**src/ccop_params.svh**
```systemverilog
// Constants for the clear and compare execute unit.
// Assumes inclusion by the package and the unit only.
`ifndef CCOP_PARAMS_SVH
`define CCOP_PARAMS_SVH
`define CCOP_OFF_CTRL 12'h000
`define CCOP_OFF_STAT 12'h004
`define CCOP_OFF_CNT 12'h008
`define CCOP_CTRL_EN_BIT 0
`define CCOP_STAT_ILL_BIT 8
`define CCOP_CTRL_RST 1'b1
`define CCOP_CNT_RST 32'h0000_0000
`define CCOP_CC_X 4
`define CCOP_CC_N 3
`define CCOP_CC_Z 2
`define CCOP_CC_V 1
`define CCOP_CC_C 0
`define CCOP_APB_WAIT 1
`endif

```
**src/ccop_pkg.sv**
```systemverilog
// Types for the clear and compare execute unit.
// Assumes the params header is on the include path.
`include "ccop_params.svh"
package ccop_pkg;
  typedef enum logic [2:0] {
    KIND_NONE = 3'b000,
    KIND_CLR = 3'b001,
    KIND_CMP = 3'b010,
    KIND_COMPARE_ADDRESS_REG_INSTR = 3'b011,
    KIND_COMPARE_IMMEDIATE_INSTR = 3'b100,
    KIND_COMPARE_MEMORY_TO_MEMORY_INSTR = 3'b101
  } ccop_kind_e;
  typedef struct packed {
    logic [15:0] iw;
    logic [31:0] ext;
    logic [31:0] ea_val;
    logic [31:0] reg_val;
    logic [4:0] ccr_in;
  } ccop_req_s;
  typedef struct packed {
    logic valid;
    ccop_kind_e kind;
    logic illegal;
    logic [4:0] ccr;
    logic wr_en;
    logic [31:0] wr_data;
    logic [1:0] wr_size;
  } ccop_res_s;
endpackage

```
**src/ccop_unit.sv**
```systemverilog
// Decode and execute of clear-operand and three register/immediate compares.
// Assumes the pipeline has fetched the effective-address operand, the
// selected register value and extension words before raising req_valid.
// Operation
// - Clear writes zero, flags N0 Z1 V0 C0
// - Clear size bits 7:6 byte word long
// - Clear takes only data alterable destinations
// - Compares set NZVC from difference, keep X
// - Data compare leaves data register unchanged
// - Data compare opmode 000/001/010 picks size
// - Data compare: address source word/long only
// - Address compare flags only, word/long only
// - Address compare word source sign-extended
// - Address compare accepts every source mode up to immediate (111/100)
// - Immediate compare sizes 00/01/10, flags only
// - Four compare encodings decoded as distinct kinds
// - Immediate taken from extension words by size
// - Immediate compare rejects address, immediate destinations
//
// Chosen here: register access over APB and the placing of the registers.
`timescale 1ns/1ns
`include "ccop_params.svh"
module ccop_unit (
  input wire logic sys_clk,
  input wire logic nrst,
  input wire logic ce,
  input wire logic req_valid,
  input wire ccop_pkg::ccop_req_s req,
  output ccop_pkg::ccop_res_s res,
  input wire logic psel,
  input wire logic penable,
  input wire logic pwrite,
  input wire logic [11:0] paddr,
  input wire logic [31:0] pwdata,
  output logic [31:0] prdata,
  output logic pready,
  output logic pslverr
);
  ////////////////////////////////////////////////////////////////////////////
  ccop_pkg::ccop_res_s res_r, res_nxt;
  logic ctrl_en_r, ctrl_en_nxt;
  logic ill_r, ill_nxt;
  logic [31:0] cnt_r, cnt_nxt;
  logic [31:0] prdata_r, prdata_nxt;
  logic pready_r, pready_nxt;
  logic pslverr_r, pslverr_nxt;
  logic acc;
  logic [2:0] md;
  logic [2:0] rg;
  logic [1:0] sz;
  logic [2:0] opm;
  logic ill_clr;

  assign res = res_r;
  assign prdata = prdata_r;
  assign pready = pready_r;
  assign pslverr = pslverr_r;
  assign acc = req_valid & ctrl_en_r;
  assign md = req.iw[5:3];
  assign rg = req.iw[2:0];
  assign sz = req.iw[7:6];
  assign opm = req.iw[8:6];

  // Returns {N,Z,V,C} of d - s at the given size
  function automatic logic [3:0] cmp_flags(input logic [31:0] d, input logic [31:0] s,
                                           input logic [1:0] size);
    logic [32:0] df;
    logic n;
    logic z;
    logic v;
    logic c;
    df = {1'b0, d} - {1'b0, s};
    case (size)
      2'b00: begin
        n = df[7];
        z = (df[7:0] == 8'h00);
        c = d[7:0] < s[7:0];
        v = (d[7] ^ s[7]) & (d[7] ^ df[7]);
      end
      2'b01: begin
        n = df[15];
        z = (df[15:0] == 16'h0000);
        c = d[15:0] < s[15:0];
        v = (d[15] ^ s[15]) & (d[15] ^ df[15]);
      end
      default: begin
        n = df[31];
        z = (df[31:0] == 32'h0000_0000);
        c = df[32];
        v = (d[31] ^ s[31]) & (d[31] ^ df[31]);
      end
    endcase
    return {n, z, v, c};
  endfunction

  ////////////////////////////////////////////////////////////////////////////
  // Execute path
  always_comb begin
    logic [31:0] imm;
    logic [3:0] fl;
    logic am_ok;
    res_nxt = res_r;
    res_nxt.valid = 1'b0;
    // Write-one clear; a new illegal request below overrides it
    ill_nxt = ill_clr ? 1'b0 : ill_r;
    cnt_nxt = cnt_r;
    imm = 32'h0000_0000;
    fl = 4'h0;
    am_ok = 1'b0;
    if (acc) begin
      res_nxt.valid = 1'b1;
      res_nxt.kind = ccop_pkg::KIND_NONE;
      res_nxt.illegal = 1'b1;
      res_nxt.ccr = req.ccr_in;
      res_nxt.wr_en = 1'b0;
      res_nxt.wr_data = 32'h0000_0000;
      res_nxt.wr_size = sz;
      if (req.iw[15:8] == 8'h42 && sz != 2'b11) begin
        res_nxt.kind = ccop_pkg::KIND_CLR;
        am_ok = (md == 3'b000) || (md >= 3'b010 && md <= 3'b110) ||
                (md == 3'b111 && rg <= 3'b001);
        if (am_ok) begin
          res_nxt.illegal = 1'b0;
          res_nxt.wr_en = 1'b1;
          res_nxt.wr_size = sz;
          res_nxt.ccr = {req.ccr_in[`CCOP_CC_X], 4'b0100};
        end
      end else if (req.iw[15:12] == 4'hB && req.iw[8] && sz != 2'b11 && md == 3'b001) begin
        // Opmodes 100/101/110 with mode 001, no overlap with the data opmodes; executed elsewhere
        res_nxt.kind = ccop_pkg::KIND_COMPARE_MEMORY_TO_MEMORY_INSTR;
      end else if (req.iw[15:12] == 4'hB && (opm == 3'b011 || opm == 3'b111)) begin
        res_nxt.kind = ccop_pkg::KIND_COMPARE_ADDRESS_REG_INSTR;
        am_ok = (md != 3'b111) || (rg <= 3'b100);
        if (am_ok) begin
          res_nxt.illegal = 1'b0;
          res_nxt.wr_size = 2'b10;
          imm = (opm == 3'b011) ? {{16{req.ea_val[15]}}, req.ea_val[15:0]} :
                req.ea_val;
          fl = cmp_flags(req.reg_val, imm, 2'b10);
          res_nxt.ccr = {req.ccr_in[`CCOP_CC_X], fl};
        end
      end else if (req.iw[15:12] == 4'hB && opm <= 3'b010) begin
        res_nxt.kind = ccop_pkg::KIND_CMP;
        am_ok = ((md != 3'b111) || (rg <= 3'b100)) &&
                !(md == 3'b001 && opm == 3'b000);
        if (am_ok) begin
          res_nxt.illegal = 1'b0;
          res_nxt.wr_size = opm[1:0];
          fl = cmp_flags(req.reg_val, req.ea_val, opm[1:0]);
          res_nxt.ccr = {req.ccr_in[`CCOP_CC_X], fl};
        end
      end else if (req.iw[15:8] == 8'h0C && sz != 2'b11) begin
        res_nxt.kind = ccop_pkg::KIND_COMPARE_IMMEDIATE_INSTR;
        am_ok = (md == 3'b000) || (md >= 3'b010 && md <= 3'b110) ||
                (md == 3'b111 && rg <= 3'b011);
        case (sz)
          2'b00: imm = {24'h00_0000, req.ext[23:16]};
          2'b01: imm = {16'h0000, req.ext[31:16]};
          default: imm = req.ext;
        endcase
        if (am_ok) begin
          res_nxt.illegal = 1'b0;
          fl = cmp_flags(req.ea_val, imm, sz);
          res_nxt.ccr = {req.ccr_in[`CCOP_CC_X], fl};
        end
      end
      if (res_nxt.illegal) begin
        ill_nxt = 1'b1;
      end else begin
        cnt_nxt = cnt_r + 32'h0000_0001;
      end
    end
  end

  ////////////////////////////////////////////////////////////////////////////
  // APB slave: one wait state, so every answer comes from a flop
  always_comb begin
    logic hit;
    hit = psel & penable & ~pready_r;
    ctrl_en_nxt = ctrl_en_r;
    pready_nxt = hit;
    pslverr_nxt = 1'b0;
    prdata_nxt = 32'h0000_0000;
    if (hit) begin
      case (paddr)
        `CCOP_OFF_CTRL: begin
          prdata_nxt = {31'h0000_0000, ctrl_en_r};
          if (pwrite) begin
            ctrl_en_nxt = pwdata[`CCOP_CTRL_EN_BIT];
          end
        end
        `CCOP_OFF_STAT: begin
          prdata_nxt = {23'h00_0000, ill_r, res_r.kind, res_r.ccr};
        end
        `CCOP_OFF_CNT: begin
          prdata_nxt = cnt_r;
        end
        default: begin
          pslverr_nxt = 1'b1;
        end
      endcase
    end
  end

  // Sticky illegal flag: write one clears, a new illegal in the same cycle wins
  assign ill_clr = psel & penable & ~pready_r & pwrite & (paddr == `CCOP_OFF_STAT) &
                   pwdata[`CCOP_STAT_ILL_BIT];

  always_ff @(posedge sys_clk or negedge nrst) begin
    if (!nrst) begin
      res_r <= '0;
      ill_r <= 1'b0;
      cnt_r <= `CCOP_CNT_RST;
      ctrl_en_r <= `CCOP_CTRL_RST;
      prdata_r <= 32'h0000_0000;
      pready_r <= 1'b0;
      pslverr_r <= 1'b0;
    end else if (ce) begin
      res_r <= res_nxt;
      ill_r <= ill_nxt;
      cnt_r <= cnt_nxt;
      ctrl_en_r <= ctrl_en_nxt;
      prdata_r <= prdata_nxt;
      pready_r <= pready_nxt;
      pslverr_r <= pslverr_nxt;
    end
  end

  logic acc_d_r;
  always_ff @(posedge sys_clk or negedge nrst) begin
    if (!nrst) begin
      acc_d_r <= 1'b0;
    end else begin
      acc_d_r <= ce & acc;
    end
  end
endmodule

```
**config.mk**
```make
export PLATFORM = sky130hd
export DESIGN_NAME = ccop_unit
export DESIGN_NICKNAME = d
export VERILOG_FILES = /design/src/ccop_pkg.sv /design/src/ccop_unit.sv
export VERILOG_INCLUDE_DIRS = /design/src
export SDC_FILE = /design/constraint.sdc
export NUM_CORES = 1
export LEC_CHECK = 0
export BUFFER_PORTS_ARGS = -buffer_cell sky130_fd_sc_hd__buf_4
export CAP_MARGIN = 20
export CORE_ASPECT_RATIO = 0.8
export CORE_MARGIN = 4
export CORE_UTILIZATION = 55
export DETAILED_ROUTE_END_ITERATION = 16
export PLACE_DENSITY = 0.91
export SYNTH_ARGS = -nofsm -noshare
export SYNTH_HDL_FRONTEND = slang
export SYNTH_SLANG_ARGS = --single-unit
```
**constraint.sdc**
```tcl
create_clock -name sys_clk -period 2.4 [get_ports sys_clk]
set_input_delay 0.24 -clock sys_clk [delete_from_list [all_inputs] [get_ports sys_clk]]
set_output_delay 0.24 -clock sys_clk [all_outputs]
set_load 0.01 [all_outputs]
```
==> impl_summary.log, run 1 <==
INFO  metric result_of_the_run = aborted with a tool error
INFO  metric lastStage = 5_1_grt
INFO  metric error = [ERROR GRT-0116] Global routing finished with congestion. Check the congestion regions in the DRC Viewer.
INFO  metric synth-async-reset-ratio = between 90% and 100%
INFO  metric syn_avg_cell_area = roughly 7.5 um2
INFO  metric dieHeight = between 100 and 150 um
INFO  metric first_global_vias = around 18000
INFO  metric synth_enable_flop_cells = 0
INFO  metric detailed_place_hpwl = approximately 37000 um
INFO  metric top_level_ports = between 200 and 250
INFO  metric cts-root-to-sink-buffers = 2
INFO  metric grt_util_all_layers = 76.44%
INFO  metric grt_start_max_net_pins = 48
INFO  metric synthTopCellsByCount = sky130_fd_sc_hd__nand2_1 (133), sky130_fd_sc_hd__a21oi_1 (107), sky130_fd_sc_hd__inv_1 (100), sky130_fd_sc_hd__nor2_1 (99), sky130_fd_sc_hd__o21ai_0 (91)
INFO  metric netlist_top_cells_area = sky130_fd_sc_hd__dfrtp_1 (21%), sky130_fd_sc_hd__ha_1 (11%), sky130_fd_sc_hd__a21oi_1 (5.6%)
INFO  metric die_width = roughly 160 um
INFO  metric grt_first_pass_wirelength = approximately 110000 um
INFO  metric ys_seq_area_share = 21.22%
INFO  metric syn_area = 0.009559 mm2
INFO  metric syn_inst = 1280
INFO  metric clockRootBuffer = sky130_fd_sc_hd__clkbuf_16
INFO  metric netlist.area_leader.share = a little over a fifth
INFO  metric post-synth-top-count-cell = sky130_fd_sc_hd__nand2_1
INFO  metric cts.htree.levels = 3
INFO  metric yosysWarningCount = 0
INFO  metric yosys_register_bits = 81
INFO  metric yosysTopAreaCell = sky130_fd_sc_hd__dfrtp_1
INFO  metric numCtsBuffers = 9
INFO  metric gpl.final_weighted_congestion = 1.120
INFO  metric grt_overflow = roughly 150
INFO  metric core.rowCount = between 40 and 50
INFO  metric buffer_ports.inserted = around 180
INFO  metric yosys_most_used_dff = sky130_fd_sc_hd__dfrtp_1
INFO  metric yosysUniqueCellTypes = 88
INFO  metric initial_core_util = a little under three fifths
INFO  metric total_cell_area_at_the_placement_stage = between 0.01 and 0.015 mm2
INFO  metric clock_sink_count = 81
-- metal layers --
| layer | GRT overflow | GRT usage (%) |
|---|---|---|
| met5 | 0 | 31.58 |
| met4 | 49 | 77.92 |
| met3 | 3 | 66.19 |
| met2 | 90 | 89.80 |
| met1 | 7 | 74.81 |
-- repair_timing --
action,4_1_cts
endpoints found under the setup margin,34
resized for setup,103
endpoints found under the hold margin,45
gates cloned,1
pin swaps,50
setup buffers,16
hold buffers,1
-- metrics by stage --
| stage | worst slack [ns] | hold slack, ns | util, % | cells |
|---|---|---|---|---|
| 3_3_place_gp | -1.452 | 0.2776 | 83.39 | 2032 |
| 2_1_floorplan | -0.9277 | -0.05559 | - | 1311 |
| 3_5_place_dp | -1.741 | 0.2808 | 83.39 | 2032 |
| 4_1_cts | -1.205 | 0.1199 | 89.33 | 2064 |
-- kinds of logic after synthesis --
| family | count (synthesis) | synth area share, % |
|---|---|---|
| other cells | 1 | 0.03923 |
| fa+ha+maj | 83 | 11.02 |
| buf+inv | 183 | 8.521 |
| compound gates | 401 | 27.51 |
| flops | 81 | 21.22 |
| simple gates | 432 | 22.25 |
| mux | 22 | 2.382 |
| xor+xnor | 77 | 7.055 |
==> run 2, diff against run 1 <==
--- a/config.mk
+++ b/config.mk
@@ -8,11 +8,10 @@
 export LEC_CHECK = 0
 export BUFFER_PORTS_ARGS = -buffer_cell sky130_fd_sc_hd__buf_4
 export CAP_MARGIN = 20
-export CORE_ASPECT_RATIO = 0.8
 export CORE_MARGIN = 4
-export CORE_UTILIZATION = 55
+export CORE_UTILIZATION = 40
 export DETAILED_ROUTE_END_ITERATION = 16
-export PLACE_DENSITY = 0.91
+export PLACE_DENSITY_LB_ADDON = 0.15
 export SYNTH_ARGS = -nofsm -noshare
 export SYNTH_HDL_FRONTEND = slang
 export SYNTH_SLANG_ARGS = --single-unit
==> run 2 against run 1 <==
The flow now finishes, with violations (setup timing). Area after synthesis unchanged. Synthesized cell count stayed put.
==> impl_summary.log, run 2 <==
INFO  metric result_of_the_run = finished, violations left
INFO  metric violated_checks = setup timing
INFO  metric ys_seq_area_share = between 20% and 30%
INFO  metric finalSetupViolations = 13
INFO  metric cts_tree = done
INFO  metric p_comb_share = approximately 53%
INFO  metric gpl.final_weighted_congestion = around 0.96
INFO  metric synth-async-reset-ratio = 100.0%
INFO  metric netlist_top_cells_area = sky130_fd_sc_hd__dfrtp_1 (21%), sky130_fd_sc_hd__ha_1 (11%), sky130_fd_sc_hd__a21oi_1 (5.6%)
INFO  metric worst-endpoint-required = 2.65 ns
INFO  metric yosysTopAreaCell = sky130_fd_sc_hd__dfrtp_1
INFO  metric max_slew.worst_pin.slew = roughly 0.7 ns
INFO  metric p_per_area = 388.8 mW/mm2
INFO  metric drc = 0
INFO  metric post-route-min-period = about 3.3 ns
INFO  metric buffer_ports.inserted = ~180
INFO  metric filler_cell_count = roughly 2100
INFO  metric startpoint_type_of_the_worst_setup_path = input pin
INFO  metric fraction_of_the_cycle_the_final_worst_path_needs = 135.9%
INFO  metric clock_sink_count = between 80 and 90
INFO  metric cts-root-to-sink-buffers = 2
INFO  metric critPathKind = input pin to flop
INFO  metric timing.final.ws_setup = -0.8626 ns
INFO  metric clockRootBuffer = sky130_fd_sc_hd__clkbuf_16
INFO  metric worstPathArrival = around 3.5 ns
INFO  metric synthTopCellsByCount = sky130_fd_sc_hd__nand2_1 (133), sky130_fd_sc_hd__a21oi_1 (107), sky130_fd_sc_hd__inv_1 (100), sky130_fd_sc_hd__nor2_1 (99), sky130_fd_sc_hd__o21ai_0 (91)
INFO  metric rsz_0062_raised_after_global_routing = true
INFO  metric worstSetupStartpoint = req[108]
INFO  metric synth_enable_flop_cells = 0
INFO  metric power.leakage = between 7 and 8 nW
INFO  metric overall_power = 5.872 mW
INFO  metric worst-path-max-fanout = 7
INFO  metric layout.cells.most_common = sky130_fd_sc_hd__buf_4
INFO  metric grt_start_max_net_pins = slightly below 50
INFO  metric syn_area = between 0.009 and 0.01 mm2
INFO  metric top_level_ports = about 250
INFO  metric cts.reportedPaths.clkPinSlew = around 0.06 ns
INFO  metric grt_overflow = 0
INFO  metric finalHoldViolCount = 0
INFO  metric share_clk_of_total_power = 24.2%
INFO  metric worst_hold_path_startpoint = req[4]
INFO  metric clock_latency = between 0.3 and 0.4 ns
INFO  metric initial_core_util = 40.72%
INFO  metric worst_setup_path_end_kind = flop
INFO  metric grt_util_all_layers = between 20 and 30%
INFO  metric syn_inst = ~1300
INFO  metric die_width = ~160 um
INFO  metric avgRoutedWirePerCell = about 17 um
INFO  metric yosysUniqueCellTypes = around 90
INFO  metric first_global_vias = roughly 11000
INFO  metric via_count = about 12000
INFO  metric grt_first_pass_wirelength = ~60000 um
INFO  metric netSwitchingPower = ~2.1 mW
INFO  metric yosys_register_bits = between 80 and 90
INFO  metric insertedDiodeCount = 0
INFO  metric cts.htree.levels = 3
INFO  metric timing.hold.worst.class = input pin to flop
INFO  metric final-max-slew-violation-count = 0
INFO  metric post-synth-top-count-cell = sky130_fd_sc_hd__nand2_1
INFO  metric max-slew-margin-rel = between 50% and 60%
INFO  metric cap_viol_max_count = 0
INFO  metric drt-initial-drc-count = 704
INFO  metric routed_via_density = approximately 5.3
INFO  metric dp_slack = -1.442 ns
INFO  metric total_nets_final = ~2100
INFO  metric layout_common_cells = sky130_fd_sc_hd__buf_4 (609), sky130_fd_sc_hd__nand2_1 (133), sky130_fd_sc_hd__inv_1 (97), sky130_fd_sc_hd__a21oi_1 (97), sky130_fd_sc_hd__nor2_1 (93)
INFO  metric totalWireLength = approximately 37000 um
INFO  metric antenna_violating_nets_post_route = 0
INFO  metric swShare = between 30% and 40%
INFO  metric syn_avg_cell_area = 7.468 um2
INFO  metric drive_gt1_share = 39.01%
INFO  metric max_clk_rate = ~300 MHz
INFO  metric crit_reg_reg_startpoint = ctrl_en_r
INFO  metric core.rowCount = 56
INFO  metric placeableCoreArea = 0.02347 mm2
INFO  metric die_area = 0.02644 mm2
INFO  metric yosysWarningCount = 0
INFO  metric netlist.area_leader.share = between 20% and 30%
INFO  metric detailed_place_hpwl = approximately 31000 um
INFO  metric fin_hold_ws = 0.1116 ns
INFO  metric numCtsBuffers = 9
INFO  metric internal_power = about 3.8 mW
INFO  metric syn2layout_area_growth = 58.00%
INFO  metric fin_setup_tns = -3.732 ns
INFO  metric yosys_most_used_dff = sky130_fd_sc_hd__dfrtp_1
INFO  metric sequential_power_share = about a quarter
INFO  metric detailedRoute.firstPassIterationCount = 6
INFO  metric fin_util = around 64%
INFO  metric antenna_violations_before_repair = 0
INFO  metric max-vdd-ir-drop = 0.3523 mV
INFO  metric dieHeight = 162.6 um
INFO  metric finClkSkew = around 0.009 ns
[run 2: cell counts after synthesis]
No cell type changed its count.
[run 2: power groups by stage]
stage                     Combinational [mW]  Sequential [mW]  Clock (mW)
after floorplan                         1.45             1.40           0
after global placement                  2.86             1.40           0
after detailed placement                2.88             1.40           0
after CTS                               3.01             1.37        1.43
after global routing                    3.36             1.37        1.49
final                                   3.08             1.37        1.42
[run 2: cells by family after synthesis]
kind of cell,after synthesis,synth area share [%]
other,1,0.03923
buffers and inverters,183,8.521
adder cells (fa/ha/maj),83,11.02
AND/OR/NAND/NOR,432,22.25
XOR/XNOR,77,7.055
flip-flops,81,21.22
multiplexers,22,2.382
AO/OA/AOI/OAI,401,27.51
[run 2: repair_timing]
| action | CTS | global route |
|---|---|---|
| pin swaps | 39 | 24 |
| resized for setup | 62 | 15 |
| endpoints found under the setup margin | 29 | 30 |
| hold buffers | 1 | 0 |
| setup buffers | 25 | 7 |
| endpoints found under the hold margin | 47 | 0 |
[run 2: final cells by class]
cell class	count	area [um2]	area share, %
Multi-Input combinational cell	1047	7229	47.87
Timing Repair Buffer	621	4758	31.51
Sequential cell	81	2028	13.43
Tap cell	319	399.1	2.643
Inverter	101	379.1	2.510
Clock buffer	9	225.2	1.491
Clock inverter	7	83.83	0.5551
[run 2: final timing paths]
| path | cells past startpoint | end | slack, ns |
|---|---|---|---|
| hold reg to reg | 2 | ill_r | 0.47 |
| min in group asynchronous | 2 | prdata[16] | 0.46 |
| setup / recovery | 24 | res[37] | -0.86 |
| max in group asynchronous | 3 | ctrl_en_r | 1.25 |
| hold / removal | 3 | res[39] | 0.11 |
| setup reg to reg | 8 | res[37] | 0.02 |
[run 2: stage by stage]
| stage | area (um2) | std cells |
|---|---|---|
| 6_report | 15100 | 2185 |
| 5_1_grt | 15100 | 2185 |
| 4_1_cts | 14980 | 2179 |
| 3_5_place_dp | 14220 | 2137 |
| 3_3_place_gp | 14220 | 2137 |
| 2_1_floorplan | 9809 | 1311 |
[run 2: critical path, cell delays in order]
cell,delay (ns)
sky130_fd_sc_hd__buf_12,0.10
sky130_fd_sc_hd__buf_12,0.12
sky130_fd_sc_hd__nand2_4,0.05
sky130_fd_sc_hd__or2_4,0.26
sky130_fd_sc_hd__nor2_4,0.20
sky130_fd_sc_hd__a21oi_1,0.08
sky130_fd_sc_hd__ha_1,0.34
sky130_fd_sc_hd__nand4_1,0.17
sky130_fd_sc_hd__buf_4,0.18
sky130_fd_sc_hd__buf_4,0.12
sky130_fd_sc_hd__buf_4,0.12
sky130_fd_sc_hd__buf_4,0.12
sky130_fd_sc_hd__buf_4,0.12
sky130_fd_sc_hd__buf_4,0.12
sky130_fd_sc_hd__buf_4,0.12
sky130_fd_sc_hd__buf_4,0.12
sky130_fd_sc_hd__buf_4,0.12
sky130_fd_sc_hd__inv_1,0.04
sky130_fd_sc_hd__a211oi_1,0.07
sky130_fd_sc_hd__xnor2_1,0.13
sky130_fd_sc_hd__a21oi_1,0.13
sky130_fd_sc_hd__and4_1,0.22
sky130_fd_sc_hd__nand4_1,0.11
sky130_fd_sc_hd__o211ai_1,0.10
[run 2: per-layer routing]
layer	GRT usage [%]	share of wire, %
met1	37.09	45
met2	46.08	46
met3	3.569	7.2
met4	6.024	2.0
met5	0	0
No activity file was read; power rests on OpenSTA's default activity.
==> run 3, diff against run 2 <==
==> constraint.sdc (replaced) <==
create_clock -name sys_clk -period 3.9 [get_ports sys_clk]
set_input_delay 0.39 -clock sys_clk [delete_from_list [all_inputs] [get_ports sys_clk]]
set_output_delay 0.39 -clock sys_clk [all_outputs]
set_load 0.01 [all_outputs]
==> run 3 against run 2 <==
The flow now finishes without violations. Clock skew increased by 0.0017 ns. Sequential power decreased by 38%. Setup slack improved by 1.1 ns. Combinational power decreased by 53%. Critical path type unchanged. Cell count decreased by 15%. Hold slack got worse by 0.11 ns. Design area decreased by 19%. Sequential cell count unchanged. Routed wire length decreased by 8.6%.
==> impl_summary.log, run 3 (same netlist as run 2, synthesis figures left out) <==
INFO  metric max_slew.worst_pin.slew = between 0.8 and 0.9 ns
INFO  metric placeableCoreArea = 0.02347 mm2
INFO  metric clockRootBuffer = sky130_fd_sc_hd__clkbuf_16
INFO  metric timing.hold.worst.class = input pin to async pin
INFO  metric post-route-min-period = ~3.7 ns
INFO  metric post_layout_nonfiller_instances = ~1900
INFO  metric clock_sink_count = 81
INFO  metric finalHoldViolCount = 0
INFO  metric antenna_violating_nets_post_route = 0
INFO  metric antenna_violations_before_repair = 0
INFO  metric power.leakage = 5.735 nW
INFO  metric layout_common_cells = sky130_fd_sc_hd__buf_4 (300), sky130_fd_sc_hd__nand2_1 (133), sky130_fd_sc_hd__a21oi_1 (106), sky130_fd_sc_hd__inv_1 (100), sky130_fd_sc_hd__nor2_1 (98)
INFO  metric fraction_of_the_cycle_the_final_worst_path_needs = roughly 94%
INFO  metric register_area = about 0.0020 mm2
INFO  metric filler_cell_count = ~2300
INFO  metric worst_setup_path_end_kind = flop
INFO  metric max-vdd-ir-drop = about 0.19 mV
INFO  metric p_per_area = around 260 mW/mm2
INFO  metric fin_setup_tns = 0 ns
INFO  metric via_count = between 10000 and 15000
INFO  metric cts.htree.levels = 3
INFO  metric startpoint_type_of_the_worst_setup_path = input pin
INFO  metric dieHeight = 162.6 um
INFO  metric critPathKind = input pin to flop
INFO  metric insertedDiodeCount = 0
INFO  metric cts_hold_buffers = 0
INFO  metric routed_via_density = between 5 and 6
INFO  metric layout.cells.most_common = sky130_fd_sc_hd__buf_4
INFO  metric cts.reportedPaths.clkPinSlew = around 0.07 ns
INFO  metric drt-initial-drc-count = 753
INFO  metric grt_start_max_net_pins = approximately 80
INFO  metric worstSetupStartpoint = req[108]
INFO  metric detailed_place_hpwl = between 20000 and 30000 um
INFO  metric clock_latency = around 0.34 ns
INFO  metric core.rowCount = between 50 and 60
INFO  metric total_nets_final = 1792
INFO  metric final-max-slew-violation-count = 0
INFO  metric buffer_ports.inserted = around 180
INFO  metric drc = 0
INFO  metric timing.final.ws_setup = 0.2409 ns
INFO  metric die_area = ~0.026 mm2
INFO  metric dp_slack = -0.1345 ns
INFO  metric gpl.final_weighted_congestion = 0.9476
INFO  metric totalWireLength = between 30000 and 40000 um
INFO  metric initial_core_util = about two fifths
INFO  metric drive_gt1_share = around 23%
INFO  metric finalSetupViolations = 0
INFO  metric worstPathArrival = 3.91 ns
INFO  metric top_level_ports = approximately 250
INFO  metric die_width = roughly 160 um
INFO  metric syn2layout_area_growth = 28.46%
INFO  metric numCtsBuffers = 9
INFO  metric grt_util_all_layers = about a quarter
INFO  metric worst-path-max-fanout = 11
INFO  metric worst-endpoint-required = approximately 4.2 ns
INFO  metric avgRoutedWirePerCell = approximately 18 um
INFO  metric result_of_the_run = completed
INFO  metric max-slew-margin-rel = between 40% and 50%
INFO  metric cts_tree = done
INFO  metric cap_viol_max_count = 0
INFO  metric finClkSkew = roughly 0.011 ns
INFO  metric dp_cells = between 1500 and 2000
INFO  metric first_global_vias = 9924
INFO  metric cts-root-to-sink-buffers = 2
INFO  metric grt_first_pass_wirelength = approximately 53000 um
INFO  metric max_clk_rate = approximately 270 MHz
INFO  metric area_occupied_by_multi_input_gates = 0.006869 mm2
INFO  metric grt_overflow = 0
INFO  metric detailedRoute.firstPassIterationCount = 5
INFO  metric crit_reg_reg_startpoint = ctrl_en_r
[run 3: stage by stage]
step / hold slack (ns) / total power, mW / utilization, % / instance area [um2]
CTS: 0.2506 / 3.225 / 52.10 / 12230
finish: 0.005504 / 3.237 / 52.31 / 12280
detailed placement: 0.4615 / 2.279 / 50.69 / 11900
global route: 0.04772 / 3.437 / 52.31 / 12280
floorplan: 0.09441 / 1.734 / - / 9684
global placement: 0.4527 / 2.274 / 50.69 / 11900
[run 3: what timing repair did]
item,CTS,global route
resized for setup,0,5
setup endpoints to repair,0,1
setup buffers,0,1
[run 3: report_power, final]
group / leakage [nW] / total (mW) / internal [mW] / switching [mW]
clock: 0.163 / 0.938 / 0.574 / 0.363
sequential: 1.12 / 0.843 / 0.842 / 0.00106
combinational: 4.45 / 1.46 / 0.648 / 0.809
total: 5.73 / 3.24 / 2.06 / 1.17
[run 3: final cells by class]
cell class | count | area share (%)
clock buffers | 9 | 1.834
clock inverters | 7 | 0.8661
inverters | 101 | 3.087
multi-input cells | 1047 | 55.94
flip-flops and latches | 81 | 16.52
well taps | 319 | 3.250
repair buffers | 301 | 18.50
[run 3: critical path, stage by stage]
cell and delay, ns:
sky130_fd_sc_hd__buf_4 0.18, sky130_fd_sc_hd__nand2_2 0.07, sky130_fd_sc_hd__or2_2 0.35, sky130_fd_sc_hd__nor2_2 0.15, sky130_fd_sc_hd__buf_4 0.16, sky130_fd_sc_hd__a21oi_1 0.05
sky130_fd_sc_hd__ha_1 0.19, sky130_fd_sc_hd__a211oi_1 0.21, sky130_fd_sc_hd__nor2_1 0.13, sky130_fd_sc_hd__o32ai_2 0.29, sky130_fd_sc_hd__a31o_2 0.14, sky130_fd_sc_hd__a31oi_1 0.06
sky130_fd_sc_hd__a221o_1 0.37, sky130_fd_sc_hd__a21o_1 0.19, sky130_fd_sc_hd__a211o_1 0.30, sky130_fd_sc_hd__a2111oi_1 0.41, sky130_fd_sc_hd__nand4_1 0.13, sky130_fd_sc_hd__o211ai_1 0.11
[run 3: layer usage]
layer | part of all wire [%] | up-vias | routed length (um) | GRT usage (%)
met2 | 45 | 410 | 15190 | 39.84
met1 | 46 | 4911 | 15330 | 35.53
met4 | 1.6 | 0 | 554 | 4.689
li1 | - | 5117 | - | -
met3 | 7.7 | 39 | 2604 | 3.670
met5 | 0 | - | 0 | 0
[run 3: path summary, 6_finish.rpt]
kind / cells after the start / slack, ns / to
setup / recovery: 18 / 0.24 / res[37]
hold / removal: 1 / 0.006 / prdata[20]
setup reg to reg: 9 / 1.25 / res[37]
hold reg to reg: 1 / 0.47 / cnt_r[31]
max in group asynchronous: 2 / 3.23 / ctrl_en_r
min in group sys_clk: 3 / 0.25 / res[39]
